## config.mk

```make
export PLATFORM = sky130hd
export DESIGN_NAME = rsw_regs
export DESIGN_NICKNAME = d
export VERILOG_FILES = /design/src/logic/rsw_pkg.sv /design/src/logic/rsw_frame_if.sv /design/src/logic/rsw_link.sv /design/src/logic/rsw_regs.sv
export SDC_FILE = /design/constraint.sdc
export NUM_CORES = 1
export LEC_CHECK = 0
export BUFFER_PORTS_ARGS = -buffer_cell sky130_fd_sc_hd__buf_2
export CORE_ASPECT_RATIO = 0.7
export CORE_MARGIN = 2
export CORE_UTILIZATION = 50
export DETAILED_ROUTE_END_ITERATION = 12
export PLACE_DENSITY = 0.81
export SLEW_MARGIN = 10
export SYNTH_ARGS = -nofsm -noshare
export SYNTH_HDL_FRONTEND = slang
export SYNTH_SLANG_ARGS = --single-unit
```

## constraint.sdc

```tcl
create_clock -name CLK_I -period 1.5 [get_ports CLK_I]
set_clock_uncertainty 0.1 [all_clocks]
set_input_delay 0.075 -clock CLK_I [delete_from_list [all_inputs] [get_ports CLK_I]]
set_output_delay 0.075 -clock CLK_I [all_outputs]
set_load 0.05 [all_outputs]
```

## src/logic/rsw_pkg.sv

```systemverilog
package rsw_pkg;
  localparam int RSW_FRAME_BITS = 8;
  localparam logic [2:0] RSW_ADDR_MAP01 = 3'h0;
  localparam logic [2:0] RSW_ADDR_MAP23 = 3'h1;
  localparam logic [2:0] RSW_ADDR_MAP45 = 3'h2;
  localparam logic [2:0] RSW_ADDR_MAP67 = 3'h3;
  localparam logic [2:0] RSW_ADDR_FAULT_REPORT_BANK_CURRENT_ENABLE_LO = 3'h4;
  localparam logic [2:0] RSW_ADDR_FAULT_REPORT_BANK_CURRENT_ENABLE_HI = 3'h5;
  localparam logic [2:0] RSW_ADDR_ACTION = 3'h6;
  localparam logic [2:0] RSW_ADDR_SPARE = 3'h7;
  localparam logic [3:0] RSW_REG_RESET = 4'h0;
  localparam int RSW_FRM_WRITE_BIT = 7;
  localparam int RSW_FRM_ADDR_HI = 6;
  localparam int RSW_FRM_ADDR_LO = 4;
  localparam int RSW_FRM_STDDIAG_BIT = 1;
  localparam int RSW_FRM_BANK_BIT = 0;
  localparam int RSW_CMD_WAKE_BIT = 3;
  localparam int RSW_CMD_STANDBY_BIT = 2;
  localparam int RSW_CMD_RESET_BIT = 1;
  localparam int RSW_CMD_CLEARED_BIT = 0;
  localparam int RSW_STD_AWAKE_BIT = 5;
  localparam int RSW_STD_LIMP_BIT = 4;
  localparam logic [1:0] RSW_ANS_STD = 2'h0;
  localparam logic [1:0] RSW_ANS_FAULT_REPORT_BANK = 2'h1;
  localparam logic [1:0] RSW_ANS_CTRL = 2'h2;
  typedef enum logic [1:0] {RSW_LINK_IDLE, RSW_LINK_FRAME} rsw_link_state_t;
endpackage : rsw_pkg

```

## src/logic/rsw_frame_if.sv

```systemverilog
`timescale 1ns/10ps
interface rsw_frame_if;
  logic frame_done;
  logic frame_ok;
  logic [7:0] rx_byte;
  logic [7:0] tx_byte;
  logic frame_start;
  modport link (output frame_done, output frame_ok, output rx_byte, output frame_start, input tx_byte);
  modport core (input frame_done, input frame_ok, input rx_byte, input frame_start, output tx_byte);
endinterface : rsw_frame_if

```

## src/logic/rsw_link.sv

```systemverilog
`timescale 1ns/10ps
module rsw_link
  import rsw_pkg::*;
(
  input wire logic clk_i,
  input wire logic rst_b_i,
  input wire logic sclk_i,
  input wire logic sel_b_i,
  input wire logic sdi_i,
  input wire logic ter_i,
  output logic sdo_o,
  output logic sdo_oe_o,
  rsw_frame_if.link frm
);
  logic [1:0] sclk_s_q, sel_s_q, sdi_s_q;
  logic sclk_d1_q, sel_d1_q;
  logic [7:0] shift_q;
  logic [2:0] cnt_q;
  logic any_q;
  rsw_link_state_t st_q;
  wire sclk_rise = sclk_s_q[1] & ~sclk_d1_q;
  wire sclk_fall = ~sclk_s_q[1] & sclk_d1_q;
  wire sel_fall = ~sel_s_q[1] & sel_d1_q;
  wire sel_rise = sel_s_q[1] & ~sel_d1_q;
  // pins are asynchronous; only the second stage is looked at
  always_ff @(posedge clk_i or negedge rst_b_i) begin
    if (!rst_b_i) begin
      sclk_s_q <= 2'h0;
      sel_s_q <= 2'h3;
      sdi_s_q <= 2'h0;
      sclk_d1_q <= 1'b0;
      sel_d1_q <= 1'b1;
    end else begin
      sclk_s_q <= {sclk_s_q[0], sclk_i};
      sel_s_q <= {sel_s_q[0], sel_b_i};
      sdi_s_q <= {sdi_s_q[0], sdi_i};
      sclk_d1_q <= sclk_s_q[1];
      sel_d1_q <= sel_s_q[1];
    end
  end
  always_ff @(posedge clk_i or negedge rst_b_i) begin
    if (!rst_b_i) begin
      st_q <= RSW_LINK_IDLE;
      shift_q <= 8'h00;
      cnt_q <= 3'h0;
      any_q <= 1'b0;
      sdo_o <= 1'b0;
      sdo_oe_o <= 1'b0;
      frm.frame_done <= 1'b0;
      frm.frame_ok <= 1'b0;
      frm.rx_byte <= 8'h00;
      frm.frame_start <= 1'b0;
    end else begin
      frm.frame_done <= 1'b0;
      frm.frame_start <= 1'b0;
      case (st_q)
        RSW_LINK_IDLE: begin
          if (sel_fall) begin
            st_q <= RSW_LINK_FRAME;
            shift_q <= frm.tx_byte;
            cnt_q <= 3'h0;
            any_q <= 1'b0;
            sdo_oe_o <= 1'b1;
            sdo_o <= ter_i | sdi_s_q[1];
            frm.frame_start <= 1'b1;
          end
        end
        RSW_LINK_FRAME: begin
          if (sel_rise) begin
            st_q <= RSW_LINK_IDLE;
            sdo_oe_o <= 1'b0;
            frm.frame_done <= 1'b1;
            frm.frame_ok <= any_q && (cnt_q == 3'h0);
            frm.rx_byte <= shift_q;
          end else begin
            if (sclk_rise) begin
              sdo_o <= shift_q[RSW_FRAME_BITS-1];
            end
            if (sclk_fall) begin
              shift_q <= {shift_q[RSW_FRAME_BITS-2:0], sdi_s_q[1]};
              cnt_q <= cnt_q + 3'h1;
              any_q <= 1'b1;
            end
          end
        end
        default: st_q <= RSW_LINK_IDLE;
      endcase
    end
  end
endmodule : rsw_link

```

## src/logic/rsw_regs.sv

```systemverilog
// Behaviour
// - status bit5 awake, bit4 limp home
// - status bits3..0 pair alerts, bit0 ch0/1
// - addresses 0..3 hold two mapping fields
// - address 4 current enables ch0..3
// - address 5 current enables ch4..7
// - address 6 wake, standby, reset, cleared
// - address 7 unused, no bits
// - power-on, standby, reset zero control registers
// - command bits self clear
// - cleared bit held until next valid frame
// - diagnosis 0..3 open-load and fault flags
// - write frame stores data at address
// - read frame answers in next frame
// - decode only whole bytes, else error flag
`timescale 1ns/10ps
module rsw_regs
  import rsw_pkg::*;
(
  input wire logic CLK_I,
  input wire logic RST_B_I,
  input wire logic SCLK_I,
  input wire logic SEL_B_I,
  input wire logic SDI_I,
  input wire logic [7:0] OPEN_LOAD_I,
  input wire logic [7:0] FAULT_I,
  input wire logic LIMP_HOME_I,
  output logic SDO_O,
  output logic SDO_OE_O,
  output logic [15:0] INPUT_MAP_O,
  output logic [7:0] FAULT_REPORT_BANK_CURRENT_EN_O,
  output logic WAKE_REQ_O,
  output logic STANDBY_REQ_O,
  output logic RESET_REQ_O,
  output logic AWAKE_O
);
  rsw_frame_if frm ();
  logic [3:0] ctrl_q [0:5];
  logic [7:0] ol_s1_q, ol_s2_q, flt_s1_q, flt_s2_q;
  logic lh_s1_q, lh_s2_q;
  logic ter_q;
  logic cleared_q;
  logic awake_q;
  logic [1:0] ans_kind_q;
  logic [2:0] ans_addr_q;
  logic [7:0] tx_d;
  logic [3:0] rd_data;
  logic wr_ok, rd_ok, sys_clear;

  function automatic logic [3:0] fault_report_bank_pair(input logic [7:0] ol, input logic [7:0] flt, input logic [1:0] p);
    fault_report_bank_pair = {ol[{p, 1'b1}], flt[{p, 1'b1}], ol[{p, 1'b0}], flt[{p, 1'b0}]};
  endfunction : fault_report_bank_pair

  rsw_link u_link (
    .clk_i(CLK_I),
    .rst_b_i(RST_B_I),
    .sclk_i(SCLK_I),
    .sel_b_i(SEL_B_I),
    .sdi_i(SDI_I),
    .ter_i(ter_q),
    .sdo_o(SDO_O),
    .sdo_oe_o(SDO_OE_O),
    .frm(frm.link)
  );

  // fault inputs come from the power stage, outside this clock
  always_ff @(posedge CLK_I or negedge RST_B_I) begin
    if (!RST_B_I) begin
      ol_s1_q <= 8'h00;
      ol_s2_q <= 8'h00;
      flt_s1_q <= 8'h00;
      flt_s2_q <= 8'h00;
      lh_s1_q <= 1'b0;
      lh_s2_q <= 1'b0;
    end else begin
      ol_s1_q <= OPEN_LOAD_I;
      ol_s2_q <= ol_s1_q;
      flt_s1_q <= FAULT_I;
      flt_s2_q <= flt_s1_q;
      lh_s1_q <= LIMP_HOME_I;
      lh_s2_q <= lh_s1_q;
    end
  end

  assign wr_ok = frm.frame_done & frm.frame_ok & frm.rx_byte[RSW_FRM_WRITE_BIT];
  assign rd_ok = frm.frame_done & frm.frame_ok & ~frm.rx_byte[RSW_FRM_WRITE_BIT];
  // standby and reset act at frame end, so they never outlive the frame
  assign sys_clear = wr_ok && (frm.rx_byte[RSW_FRM_ADDR_HI:RSW_FRM_ADDR_LO] == RSW_ADDR_ACTION) &&
    (frm.rx_byte[RSW_CMD_STANDBY_BIT] || frm.rx_byte[RSW_CMD_RESET_BIT]);

  // error flag: set by reset and by any bad frame
  always_ff @(posedge CLK_I or negedge RST_B_I) begin
    if (!RST_B_I) begin
      ter_q <= 1'b1;
    end else if (frm.frame_done) begin
      ter_q <= ~frm.frame_ok;
    end
  end

  always_ff @(posedge CLK_I or negedge RST_B_I) begin
    if (!RST_B_I) begin
      for (int i = 0; i < 6; i++) begin
        ctrl_q[i] <= RSW_REG_RESET;
      end
    end else if (sys_clear) begin
      for (int i = 0; i < 6; i++) begin
        ctrl_q[i] <= RSW_REG_RESET;
      end
    end else if (wr_ok && frm.rx_byte[RSW_FRM_ADDR_HI:RSW_FRM_ADDR_LO] < RSW_ADDR_ACTION) begin
      ctrl_q[frm.rx_byte[RSW_FRM_ADDR_HI:RSW_FRM_ADDR_LO]] <= frm.rx_byte[3:0];
    end
  end

  // command pulses last one cycle after the frame that carries them
  always_ff @(posedge CLK_I or negedge RST_B_I) begin
    if (!RST_B_I) begin
      WAKE_REQ_O <= 1'b0;
      STANDBY_REQ_O <= 1'b0;
      RESET_REQ_O <= 1'b0;
    end else begin
      WAKE_REQ_O <= wr_ok && frm.rx_byte[RSW_FRM_ADDR_HI:RSW_FRM_ADDR_LO] == RSW_ADDR_ACTION &&
        frm.rx_byte[RSW_CMD_WAKE_BIT];
      STANDBY_REQ_O <= wr_ok && frm.rx_byte[RSW_FRM_ADDR_HI:RSW_FRM_ADDR_LO] == RSW_ADDR_ACTION &&
        frm.rx_byte[RSW_CMD_STANDBY_BIT];
      RESET_REQ_O <= wr_ok && frm.rx_byte[RSW_FRM_ADDR_HI:RSW_FRM_ADDR_LO] == RSW_ADDR_ACTION &&
        frm.rx_byte[RSW_CMD_RESET_BIT];
    end
  end

  // cleared bit: a new write wins over the clear by the same valid frame
  always_ff @(posedge CLK_I or negedge RST_B_I) begin
    if (!RST_B_I) begin
      cleared_q <= 1'b0;
    end else if (wr_ok && frm.rx_byte[RSW_FRM_ADDR_HI:RSW_FRM_ADDR_LO] == RSW_ADDR_ACTION &&
                 frm.rx_byte[RSW_CMD_CLEARED_BIT]) begin
      cleared_q <= 1'b1;
    end else if (frm.frame_done && frm.frame_ok) begin
      cleared_q <= 1'b0;
    end
  end

  // awake: set by wake, dropped by standby
  always_ff @(posedge CLK_I or negedge RST_B_I) begin
    if (!RST_B_I) begin
      awake_q <= 1'b0;
    end else if (STANDBY_REQ_O) begin
      awake_q <= 1'b0;
    end else if (WAKE_REQ_O) begin
      awake_q <= 1'b1;
    end
  end

  // choose what the next frame will shift out
  always_ff @(posedge CLK_I or negedge RST_B_I) begin
    if (!RST_B_I) begin
      ans_kind_q <= RSW_ANS_STD;
      ans_addr_q <= 3'h0;
    end else if (frm.frame_start) begin
      ans_kind_q <= RSW_ANS_STD;
    end else if (rd_ok) begin
      if (frm.rx_byte[RSW_FRM_STDDIAG_BIT]) begin
        ans_kind_q <= RSW_ANS_STD;
      end else if (frm.rx_byte[RSW_FRM_BANK_BIT]) begin
        ans_kind_q <= RSW_ANS_FAULT_REPORT_BANK;
      end else begin
        ans_kind_q <= RSW_ANS_CTRL;
      end
      ans_addr_q <= frm.rx_byte[RSW_FRM_ADDR_HI:RSW_FRM_ADDR_LO];
    end
  end

  always_comb begin
    rd_data = 4'h0;
    if (ans_addr_q < RSW_ADDR_ACTION) begin
      rd_data = ctrl_q[ans_addr_q];
    end else if (ans_addr_q == RSW_ADDR_ACTION) begin
      rd_data = {3'h0, cleared_q};
    end else begin
      rd_data = 4'h0;
    end
  end

  always_comb begin
    case (ans_kind_q)
      RSW_ANS_FAULT_REPORT_BANK: tx_d = {2'h1, ans_addr_q[1:0], fault_report_bank_pair(ol_s2_q, flt_s2_q, ans_addr_q[1:0])};
      RSW_ANS_CTRL: tx_d = {1'b1, ans_addr_q, rd_data};
      default: begin
        tx_d = 8'h00;
        tx_d[RSW_STD_AWAKE_BIT] = awake_q;
        tx_d[RSW_STD_LIMP_BIT] = lh_s2_q;
        for (int p = 0; p < 4; p++) begin
          tx_d[p] = |fault_report_bank_pair(ol_s2_q, flt_s2_q, 2'(p));
        end
      end
    endcase
  end
  assign frm.tx_byte = tx_d;

  always_ff @(posedge CLK_I or negedge RST_B_I) begin
    if (!RST_B_I) begin
      INPUT_MAP_O <= 16'h0000;
      FAULT_REPORT_BANK_CURRENT_EN_O <= 8'h00;
      AWAKE_O <= 1'b0;
    end else begin
      INPUT_MAP_O <= {ctrl_q[3], ctrl_q[2], ctrl_q[1], ctrl_q[0]};
      FAULT_REPORT_BANK_CURRENT_EN_O <= {ctrl_q[5], ctrl_q[4]};
      AWAKE_O <= awake_q;
    end
  end

  chk_error_on_bad: assert property (@(posedge CLK_I) disable iff (!RST_B_I)
    frm.frame_done && !frm.frame_ok |=> ter_q) else $error("bad frame did not set error flag");
  chk_error_clears: assert property (@(posedge CLK_I) disable iff (!RST_B_I)
    frm.frame_done && frm.frame_ok |=> !ter_q) else $error("good frame left error flag");
  chk_standby_zero: assert property (@(posedge CLK_I) disable iff (!RST_B_I)
    sys_clear |=> ctrl_q[0] == RSW_REG_RESET && ctrl_q[5] == RSW_REG_RESET) else $error("standby kept control");
  chk_wake_pulse: assert property (@(posedge CLK_I) disable iff (!RST_B_I)
    WAKE_REQ_O |=> !WAKE_REQ_O) else $error("wake request not self clearing");
  chk_cleared_held: assert property (@(posedge CLK_I) disable iff (!RST_B_I)
    cleared_q && !frm.frame_done |=> cleared_q) else $error("cleared bit dropped early");
  chk_write_stores: assert property (@(posedge CLK_I) disable iff (!RST_B_I)
    wr_ok && frm.rx_byte[RSW_FRM_ADDR_HI:RSW_FRM_ADDR_LO] == RSW_ADDR_MAP01 |=>
    ctrl_q[0] == $past(frm.rx_byte[3:0])) else $error("write lost");
  chk_read_answer: assert property (@(posedge CLK_I) disable iff (!RST_B_I)
    rd_ok && !frm.rx_byte[RSW_FRM_STDDIAG_BIT] && frm.rx_byte[RSW_FRM_BANK_BIT] |=>
    ans_kind_q == RSW_ANS_FAULT_REPORT_BANK) else $error("read not queued");
  chk_std_awake: assert property (@(posedge CLK_I) disable iff (!RST_B_I)
    ans_kind_q == RSW_ANS_STD |-> tx_d[RSW_STD_AWAKE_BIT] == awake_q) else $error("awake bit wrong");
endmodule : rsw_regs

```

==> summary by stage, run 1 <==
Run status
The flow ran to the end, but the final reports show violations. The checks that failed: negative setup slack.

Floorplan
In this run the vertical extent of the chip is 86.1 µm. The total area inside the core boundary comes to roughly 9200 µm². The floorplan step defined a die boundary enclosing 10400 µm². For this design the top-level I/O count stands at 52. The initial utilization of the core area, before any placement, comes to 0.522. The number of placement rows is 29. The die boundary width is 121 µm.

Synth
After synthesis, the largest family of logic cells by area is compound AO/OA/AOI/OAI gates. The synthesized instance count is 373. The compound-gate portion of the synthesized area is 0.107. Counting flops with an async set or reset pin after synthesis yields a share of 1.00. The xor/xnor cell area share of the yosys netlist is 0. Of all cell types, the one taking the most synthesized area is sky130_fd_sc_hd__dfrtp_1. Yosys attributes the largest share of cell area to sky130_fd_sc_hd__dfrtp_1 (64%), sky130_fd_sc_hd__mux2i_1 (3.7%), sky130_fd_sc_hd__nand2_1 (2.8%). The adder-cell share of the synthesized area is 0.0125. The primary flip-flop cell chosen by synthesis mapping is sky130_fd_sc_hd__dfrtp_1. The number of nets produced by synthesis is 399. The portion of synthesized area spent on multiplexers is 0.0889. The cell area that synthesis handed to floorplanning was 4810 µm². In this run, distinct cell masters in the synthesized netlist total 47.

The number of flops mapped to enable cells by yosys is 0. The cell with the most instances after synthesis is sky130_fd_sc_hd__dfrtp_1. The share of the Yosys chip area taken by registers is 0.661.

The commonest cells after synthesis are sky130_fd_sc_hd__dfrtp_1 (123), sky130_fd_sc_hd__nand2_1 (36), sky130_fd_sc_hd__o21ai_0 (25), sky130_fd_sc_hd__mux2i_1 (18), sky130_fd_sc_hd__nor2_1 (18). For this run, the number of Yosys warnings is 0. The register bit count reported by yosys is 127. The proportion of netlist area held by the largest area contributor is 0.640. Each instance of the synthesized netlist takes up on average between 10 and 15 µm². The share of synthesized cell area in and, or, nand and nor gates is 0.0993.

Clock network
The TritonCTS clock tree is built. The H-tree was split into 4 levels. The tree built by TritonCTS fans out to 127 sinks. The clock passes through at most 2 buffers. The number of buffers added by the clock tree synthesis step is 17.

Clock tree synthesis selected as its root buffer the cell sky130_fd_sc_hd__clkbuf_16. The clock slew at the register clock pins of the worst setup and hold paths is ~0.060 ns. The later-pin clock latency in the skew report is 0.42 ns.

STA
In the post-route analysis, the smallest setup slack over all paths is -0.298 ns. Setup repair after global routing could not meet its margin everywhere. The total count of hold-check failures in the final report is 0. On the final layout, the worst hold slack is between 0.1 and 0.15 ns.

Of the available clock period, the critical path in the final layout requires 1.20. The number of pins exceeding their max-slew limit in the final report came to 0. The worst slew slack as a fraction of its limit is 0.705.

The worst-margin pin slew is 0.442 ns. The highest achievable clock rate is between 500 and 600 MHz. Setup violations remaining at the end of the flow were counted as 36. The time the worst path needs with I/O delays and setup is 1.80 ns.

Setup path
The critical path in this run is classified as flip-flop to flip-flop. The worst setup slack for register-to-register paths is -0.30 ns. The largest driver fanout on the critical path is 6. The critical path goes through buf_6 -> nand3b_1 -> o21ai_0 -> a21oi_2. The critical path capture point type is a flip-flop.

STA puts the critical path data required time at about 1.7 ns. On the worst path, the slowest cell contributes a delay of 0.46 ns. The type of origin of the critical path is a flip-flop. Data arrives at the worst endpoint at 2.00 ns. The slowest cell on the critical path is sky130_fd_sc_hd__o21ai_0.

Placed design
The count of input and output buffers is a little over 50. The post-placement setup slack is -0.202 ns. The detailed placer's ending HPWL is 7.27 mm. The final weighted congestion in routability-driven placement is 0.910. The total instance count after detailed placement is 593.

Drt
After detailed routing, no signal wire sits above met4. In this run the remaining antenna-violating nets after routing total 0. The count of TritonRoute iterations in the first routing pass is 5. In the detailed route, the total length drawn on met2 is 6.80 mm.

The met1 wire length is 5.54 mm. The residual DRC count is 0. After detailed routing, the total wire length is 14.1 mm.

The detailed router finished its first iteration with ~410 violations. The routed wirelength normalized by instance count is roughly 21 µm. The via count of the routed design is 3938. The met3 routed wirelength is ~1.0 mm.

In the routed layout, each cell is associated on average with a via count of 5.82.

Global route
The combined global-route utilization of all metal layers is 0.252. The maximum number of pins on one net before global-route repair is 69. After global routing the overflow that remains totals 0.

The via count of the first global-routing pass is 3858. The first global-routing pass estimated roughly 20 mm of wire. The initial antenna violation count is 0.

Finish
The repair_antennas step left the layout with diodes totalling 0. The count of fill cells added during filler insertion is 503. After the flow finishes, the layout carries non-filler instances totaling 677. The share of post-route cells with drive strength above 1 is 0.477. Compared with the post-synthesis result, the final layout area differs by 48.6%.

The final layout contains 566 nets.

Pwr
Dividing total power by cell area gives a power density of 1530 nW/µm². Across the VDD grid, the largest voltage drop is 1.02 mV. The leakage dissipation is 3.39 nW.

Run
The tool flagged a number of max-cap violations equal to 0.

Min path
The class of the tightest hold or removal check is input port to async pin.
-- state kept, by name, indices dropped and copies added (netlist names), 8 cells and up --
name,flops
INPUT_MAP_O,16
ol_s2_q,8
ctrl_q,24
u_link.frm.rx_byte,8
FAULT_REPORT_BANK_CURRENT_EN_O,8
ol_s1_q,8
flt_s1_q,8
flt_s2_q,8
u_link.shift_q,8
-- worst paths after layout --
path                                             from                end  depth (start not counted)
min in group CLK_I                              SDI_I  u_link.sdi_s_q[0]                          2
max in group asynchronous                     RST_B_I  u_link.sel_s_q[0]                          3
worst min-delay path                          RST_B_I         ctrl_q[16]                          3
worst min register to register            flt_s1_q[5]        flt_s2_q[5]                          0
worst max-delay path            u_link.frm.rx_byte[6]         ctrl_q[11]                          4
worst max register to register  u_link.frm.rx_byte[6]         ctrl_q[11]                          4
-- report_power, final --
part           internal [mW]  switching, mW  leakage (nW)  total, mW
combinational           1.32           1.27          1.46       2.59
clock                   2.65           1.56         0.300       4.21
sequential              3.74          0.367          1.63       4.11
-- routing by layer --
layer / GRT usage / up-vias
li1: - / 1657
met1: 0.319 / 1972
met2: 0.400 / 244
met3: 0.0798 / 65
met4: 0.115 / 0
met5: 0 / -
-- layout by cell type (no fill, tap or decap), types with 8 or more instances in the layout --
| master | n |
|---|---|
| sky130_fd_sc_hd__buf_6 | 21 |
| sky130_fd_sc_hd__buf_4 | 66 |
| sky130_fd_sc_hd__dlygate4sd3_1 | 21 |
| sky130_fd_sc_hd__buf_2 | 49 |
| sky130_fd_sc_hd__o21ai_2 | 9 |
| sky130_fd_sc_hd__o21ai_1 | 8 |
| sky130_fd_sc_hd__nand2_1 | 27 |
| sky130_fd_sc_hd__mux2i_1 | 17 |
| sky130_fd_sc_hd__nor2_1 | 13 |
| sky130_fd_sc_hd__a21oi_2 | 8 |
| sky130_fd_sc_hd__mux2_2 | 8 |
| sky130_fd_sc_hd__clkbuf_16 | 17 |
| sky130_fd_sc_hd__inv_1 | 15 |
| sky130_fd_sc_hd__o21ai_0 | 12 |
| sky130_fd_sc_hd__dfrtp_1 | 117 |
-- metrics by stage --
stage	total power, mW	util	area, µm²	setup TNS (ns)
after floorplan	4.91	-	4850	-0.481
after global placement	5.62	0.616	5670	-1.15
after detailed placement	5.69	0.616	5670	-2.46
after CTS	10.2	0.729	6720	-1.22
after global routing	11.3	0.776	7150	-5.42
final	10.9	0.776	7150	-4.59
-- worst max-delay path, delay by kind of cell (launching register included) --
kind	cells	cell delay [ns]
compound gates	2	0.57
flops	1	0.44
simple gates	1	0.39
buf+inv	1	0.17
-- cell families (layout without fill, tap and decap cells) --
group | Yosys count | after routing
buffers and inverters | 34 | 213
AND/OR/NAND/NOR | 93 | 93
AO/OA/AOI/OAI | 79 | 80
flip-flops | 127 | 127
adder cells (fa/ha/maj) | 5 | 5
multiplexers | 35 | 35
-- final cells by class --
cell class	instances	area, µm²	share of cell area
clock inverters	14	166	0.0233
repair buffers	164	1310	0.183
clock buffers	18	439	0.0614
multi-input cells	213	1830	0.255
inverters	17	63.8	0.00892
flip-flops and latches	127	3190	0.446
well taps	124	155	0.0217
-- timing repair --
item,CTS,global route
resized for setup,45,70
setup buffers,10,22
gates cloned,1,0
hold buffers,21,0
endpoints found under the hold margin,147,0
pin swaps,20,22
endpoints found under the setup margin,44,48
No activity file was read; power rests on OpenSTA's default activity.
==> run 2, diff against run 1 <==
Settings changed: SYNTH_HIERARCHICAL set to 1.
==> summary by stage, run 2 <==
Floorplan
The die boundary width is 121 µm. The height of the die is roughly 86 µm. For this configuration, the core starts out at a cell density of 0.523. The number of placement rows is 29. After floorplanning, the core was sized to cover between 9000 and 10000 µm². During I/O placement, the number of pins put on the boundary was 52.

The die footprint is 10500 µm².

Placed design
Summed over all nets, the half-perimeter wirelength after detailed placement is 7.05 mm. Routability-driven placement finished with a final weighted congestion of 0.874. The total instance count after detailed placement is slightly below 600. During placement, the flow inserted port buffers numbering 51.

Drt
The count of TritonRoute iterations in the first routing pass is 5. The routed wirelength normalized by instance count is 20.2 µm. The final route contains 3766 vias. The via density per instance is 5.72. The iteration-0 DRC count of the detailed router is 407. In this run the remaining antenna-violating nets after routing total 0. After detailed routing, the number of remaining DRC violations is 0.

The final wirelength is 13.3 mm.

Synth
The number of unique standard cell types used by synthesis is 47. After synthesis, the cell types taking the most area are sky130_fd_sc_hd__dfrtp_1 (64%), sky130_fd_sc_hd__mux2i_1 (5.8%), sky130_fd_sc_hd__mux2_2 (2.3%). The mapped netlist covers just under 5000 µm². By instance count, the leading cell after synthesis is sky130_fd_sc_hd__dfrtp_1. The share of synthesized area in the top cell type comes to 0.638.

For this run, asynchronously set or reset flops after synthesis account for 1.00. In the synthesized netlist, the number of instances is between 300 and 400. The post-synthesis area per instance is 13.1 µm².

Ranked by instance count, the synthesized netlist is headed by sky130_fd_sc_hd__dfrtp_1 (123), sky130_fd_sc_hd__mux2i_1 (28), sky130_fd_sc_hd__nand2_1 (25), sky130_fd_sc_hd__inv_1 (18), sky130_fd_sc_hd__o21ai_0 (18). Synthesis inferred roughly 130 register bits. Yosys printed 6 warnings.

The primary flip-flop cell chosen by synthesis mapping is sky130_fd_sc_hd__dfrtp_1. The number of nets produced by synthesis is roughly 390. Of the synthesized area, sequential elements account for 0.660. Yosys mapped a number of flops with a built-in enable equal to 0. The cell accounting for the most synthesized area is sky130_fd_sc_hd__dfrtp_1.

Pwr
The peak ir drop on the vdd network is 1.10 mV. The sequential group share of total power is 0.353. Power spread over the standard cell area amounts to between 1500 and 2000 nW/µm². The leakage dissipation is 3.29 nW. The net switching power is slightly above 4 mW. Of the total power, the share spent switching nets is 0.317.

The share of total power dissipated in the clock network is 0.363. The portion of total power attributed to combinational logic is 0.284. Internal power comes to roughly 8.8 mW.

Setup path
Traced cell by cell, the critical path runs through buf_6 -> mux2i_1 -> o211ai_1 -> a211oi_2 -> a21oi_1 -> nand2b_1 -> o221a_1. The worst setup path is launched from a flip-flop. By startpoint and endpoint, the worst setup path is classified as flip-flop to flip-flop. The data arrival time of the worst path is 2.10 ns. The critical path capture point type is a flip-flop.

The required time at the worst-slack endpoint is approximately 1.7 ns. The worst setup slack for register-to-register paths is -0.40 ns. Along the worst path, the maximum fanout reaches 5. The slowest stage of the critical path is the sky130_fd_sc_hd__mux2i_1 cell. The highest cell delay on the worst timing path is 0.40 ns.

Clock network
Clock tree synthesis found a total of 127 sinks. The number of buffers added by the clock tree synthesis step is 17. After clock tree synthesis, the clock-pin slew on the worst setup and hold paths is around 0.060 ns.

The longest clock path from root to sink contains 2 buffers. The H-tree depth is 4. The clock root buffer is sky130_fd_sc_hd__clkbuf_16. Clock latency on the worst-skew pair, taken at its later pin, is 0.42 ns. TritonCTS built the clock tree.

Global route
The first global-routing pass estimated 18.1 mm of wire. The via count of the first global-routing pass is roughly 3600. The maximum number of pins on one net before global-route repair is 71.

The combined global-route utilization of all metal layers is 0.235. The global route total overflow is 0. The initial antenna violation count is 0.

STA
The total count of hold-check failures in the final report was 0. The worst slew slack as a fraction of its limit is 0.732. The number of pins exceeding their max-slew limit in the final report is 0. The time the worst path needs with I/O delays and setup is 1.90 ns. Setup repair after global routing could not meet its margin everywhere. The post-layout worst setup margin is -0.395 ns. The final worst-path cycle share is 1.26. Static timing analysis puts the maximum clock frequency at approximately 530 MHz. The setup total negative slack is -3.68 ns.

Setup violations remaining at the end of the flow were counted as 37. At the pin with the least slew margin, the transition time is 0.391 ns.

Finish
For this run, the number of standard cells in the final layout without fillers is 658. The register with the most flip-flops in the layout has 24 of them. The most common library cell in the layout ignoring fill and taps is sky130_fd_sc_hd__dfrtp_1. ctrl_q holds more flip-flops than any other register. In the layout the commonest cells are sky130_fd_sc_hd__dfrtp_1 (119), sky130_fd_sc_hd__buf_4 (52), sky130_fd_sc_hd__buf_2 (50).

The largest registers in the layout are ctrl_q x24, INPUT_MAP_O x16. The area growth from synthesis to layout is 50.0%. The utilization of the core after routing is 0.785. The repair_antennas step left the layout with diodes totalling 0. The number of nets at the end of the flow is 547. The count of fill cells added during filler insertion is around 500. The share of post-route cells with drive strength above 1 is 0.463.

Run
Max-cap violations in this run came to 0.

Run status
The flow ran to the end, but the final reports show violations. The checks that failed: negative setup slack.

Min path
The min-delay analysis places its worst path in the category input port to async pin.
## run 2: changes by cell type after synthesis, moves of 5 or more
cell / delta
sky130_fd_sc_hd__mux2i_1: +10
sky130_fd_sc_hd__o22ai_1: +6
sky130_fd_sc_hd__o221a_1: +8
sky130_fd_sc_hd__o21ai_0: -7
sky130_fd_sc_hd__nor2b_1: -5
sky130_fd_sc_hd__nand2b_1: +16
sky130_fd_sc_hd__nand2_1: -11
sky130_fd_sc_hd__a31oi_1: -6
## run 2: power groups by stage
stage / clock network (mW) / registers, mW / logic, mW
after global placement: 0 / 4.44 / 2.61
after detailed placement: 0 / 4.48 / 2.67
after CTS: 4.69 / 4.47 / 2.91
after global routing: 4.92 / 4.62 / 3.84
final: 4.69 / 4.57 / 3.67
after floorplan: 0 / 4.83 / 1.18
## run 2: per-layer routing
metal  vias up  routed length [µm]  track usage  share of wire
li1       1607                   -            -              -
met1      1879                5100        0.313           0.38
met2       233                6540        0.362           0.49
met3        47                1190       0.0855          0.089
met4         0                 462       0.0815          0.035
met5         -                   0            0              0
## run 2: metrics by stage
step | power (mW) | cell area [µm²] | hold WS (ns) | setup WS (ns)
2_1_floorplan | 6.00 | 4830 | -0.321 | -0.247
3_3_place_gp | 7.05 | 5600 | -0.0108 | -0.308
4_1_cts | 12.1 | 6670 | 0.111 | -0.313
3_5_place_dp | 7.15 | 5600 | -0.00435 | -0.305
6_report | 12.9 | 7240 | 0.101 | -0.395
5_1_grt | 13.4 | 7240 | 0.135 | -0.428
## run 2: worst paths after layout
check / startpoint / end / cells after the start
worst max-delay path: ans_addr_q[0] / u_link/shift_q[0] / 7
worst min-delay path: RST_B_I / FAULT_REPORT_BANK_CURRENT_EN_O[2] / 3
worst max register to register: ans_addr_q[0] / u_link/shift_q[0] / 7
worst min register to register: ol_s1_q[4] / ol_s2_q[4] / 0
max in group asynchronous: RST_B_I / u_link/sel_s_q[0] / 3
min in group CLK_I: OPEN_LOAD_I[2] / ol_s1_q[2] / 2
## run 2: kinds of logic after synthesis
logic type | count (synthesis) | synth area share
buf+inv | 35 | 0.0329
simple gates | 91 | 0.102
mux | 39 | 0.0861
compound gates | 72 | 0.108
fa+ha+maj | 4 | 0.0104
flops | 127 | 0.660
## run 2: layout make-up
class	instances	area, µm²	share of cell area
sequential	127	3190	0.441
multi-input combinational	208	1950	0.269
timing repair buffer	147	1200	0.165
clock buffer	21	460	0.0636
clock inverter	11	211	0.0292
tap	124	155	0.0214
inverter	20	77.6	0.0107
## run 2: worst max-delay path, delay by kind of cell, from the launching register on
| family | cells | cell delay, ns |
|---|---|---|
| flops | 1 | 0.38 |
| simple gates | 1 | 0.16 |
| compound gates | 4 | 0.57 |
| buf+inv | 1 | 0.18 |
| mux | 1 | 0.40 |
## run 2: what timing repair did
item	CTS	global route
hold buffers	21	0
pin swaps	5	25
resized for setup	40	78
cloned	2	2
setup endpoints to repair	42	44
endpoints found under the hold margin	147	0
buffers inserted	3	20
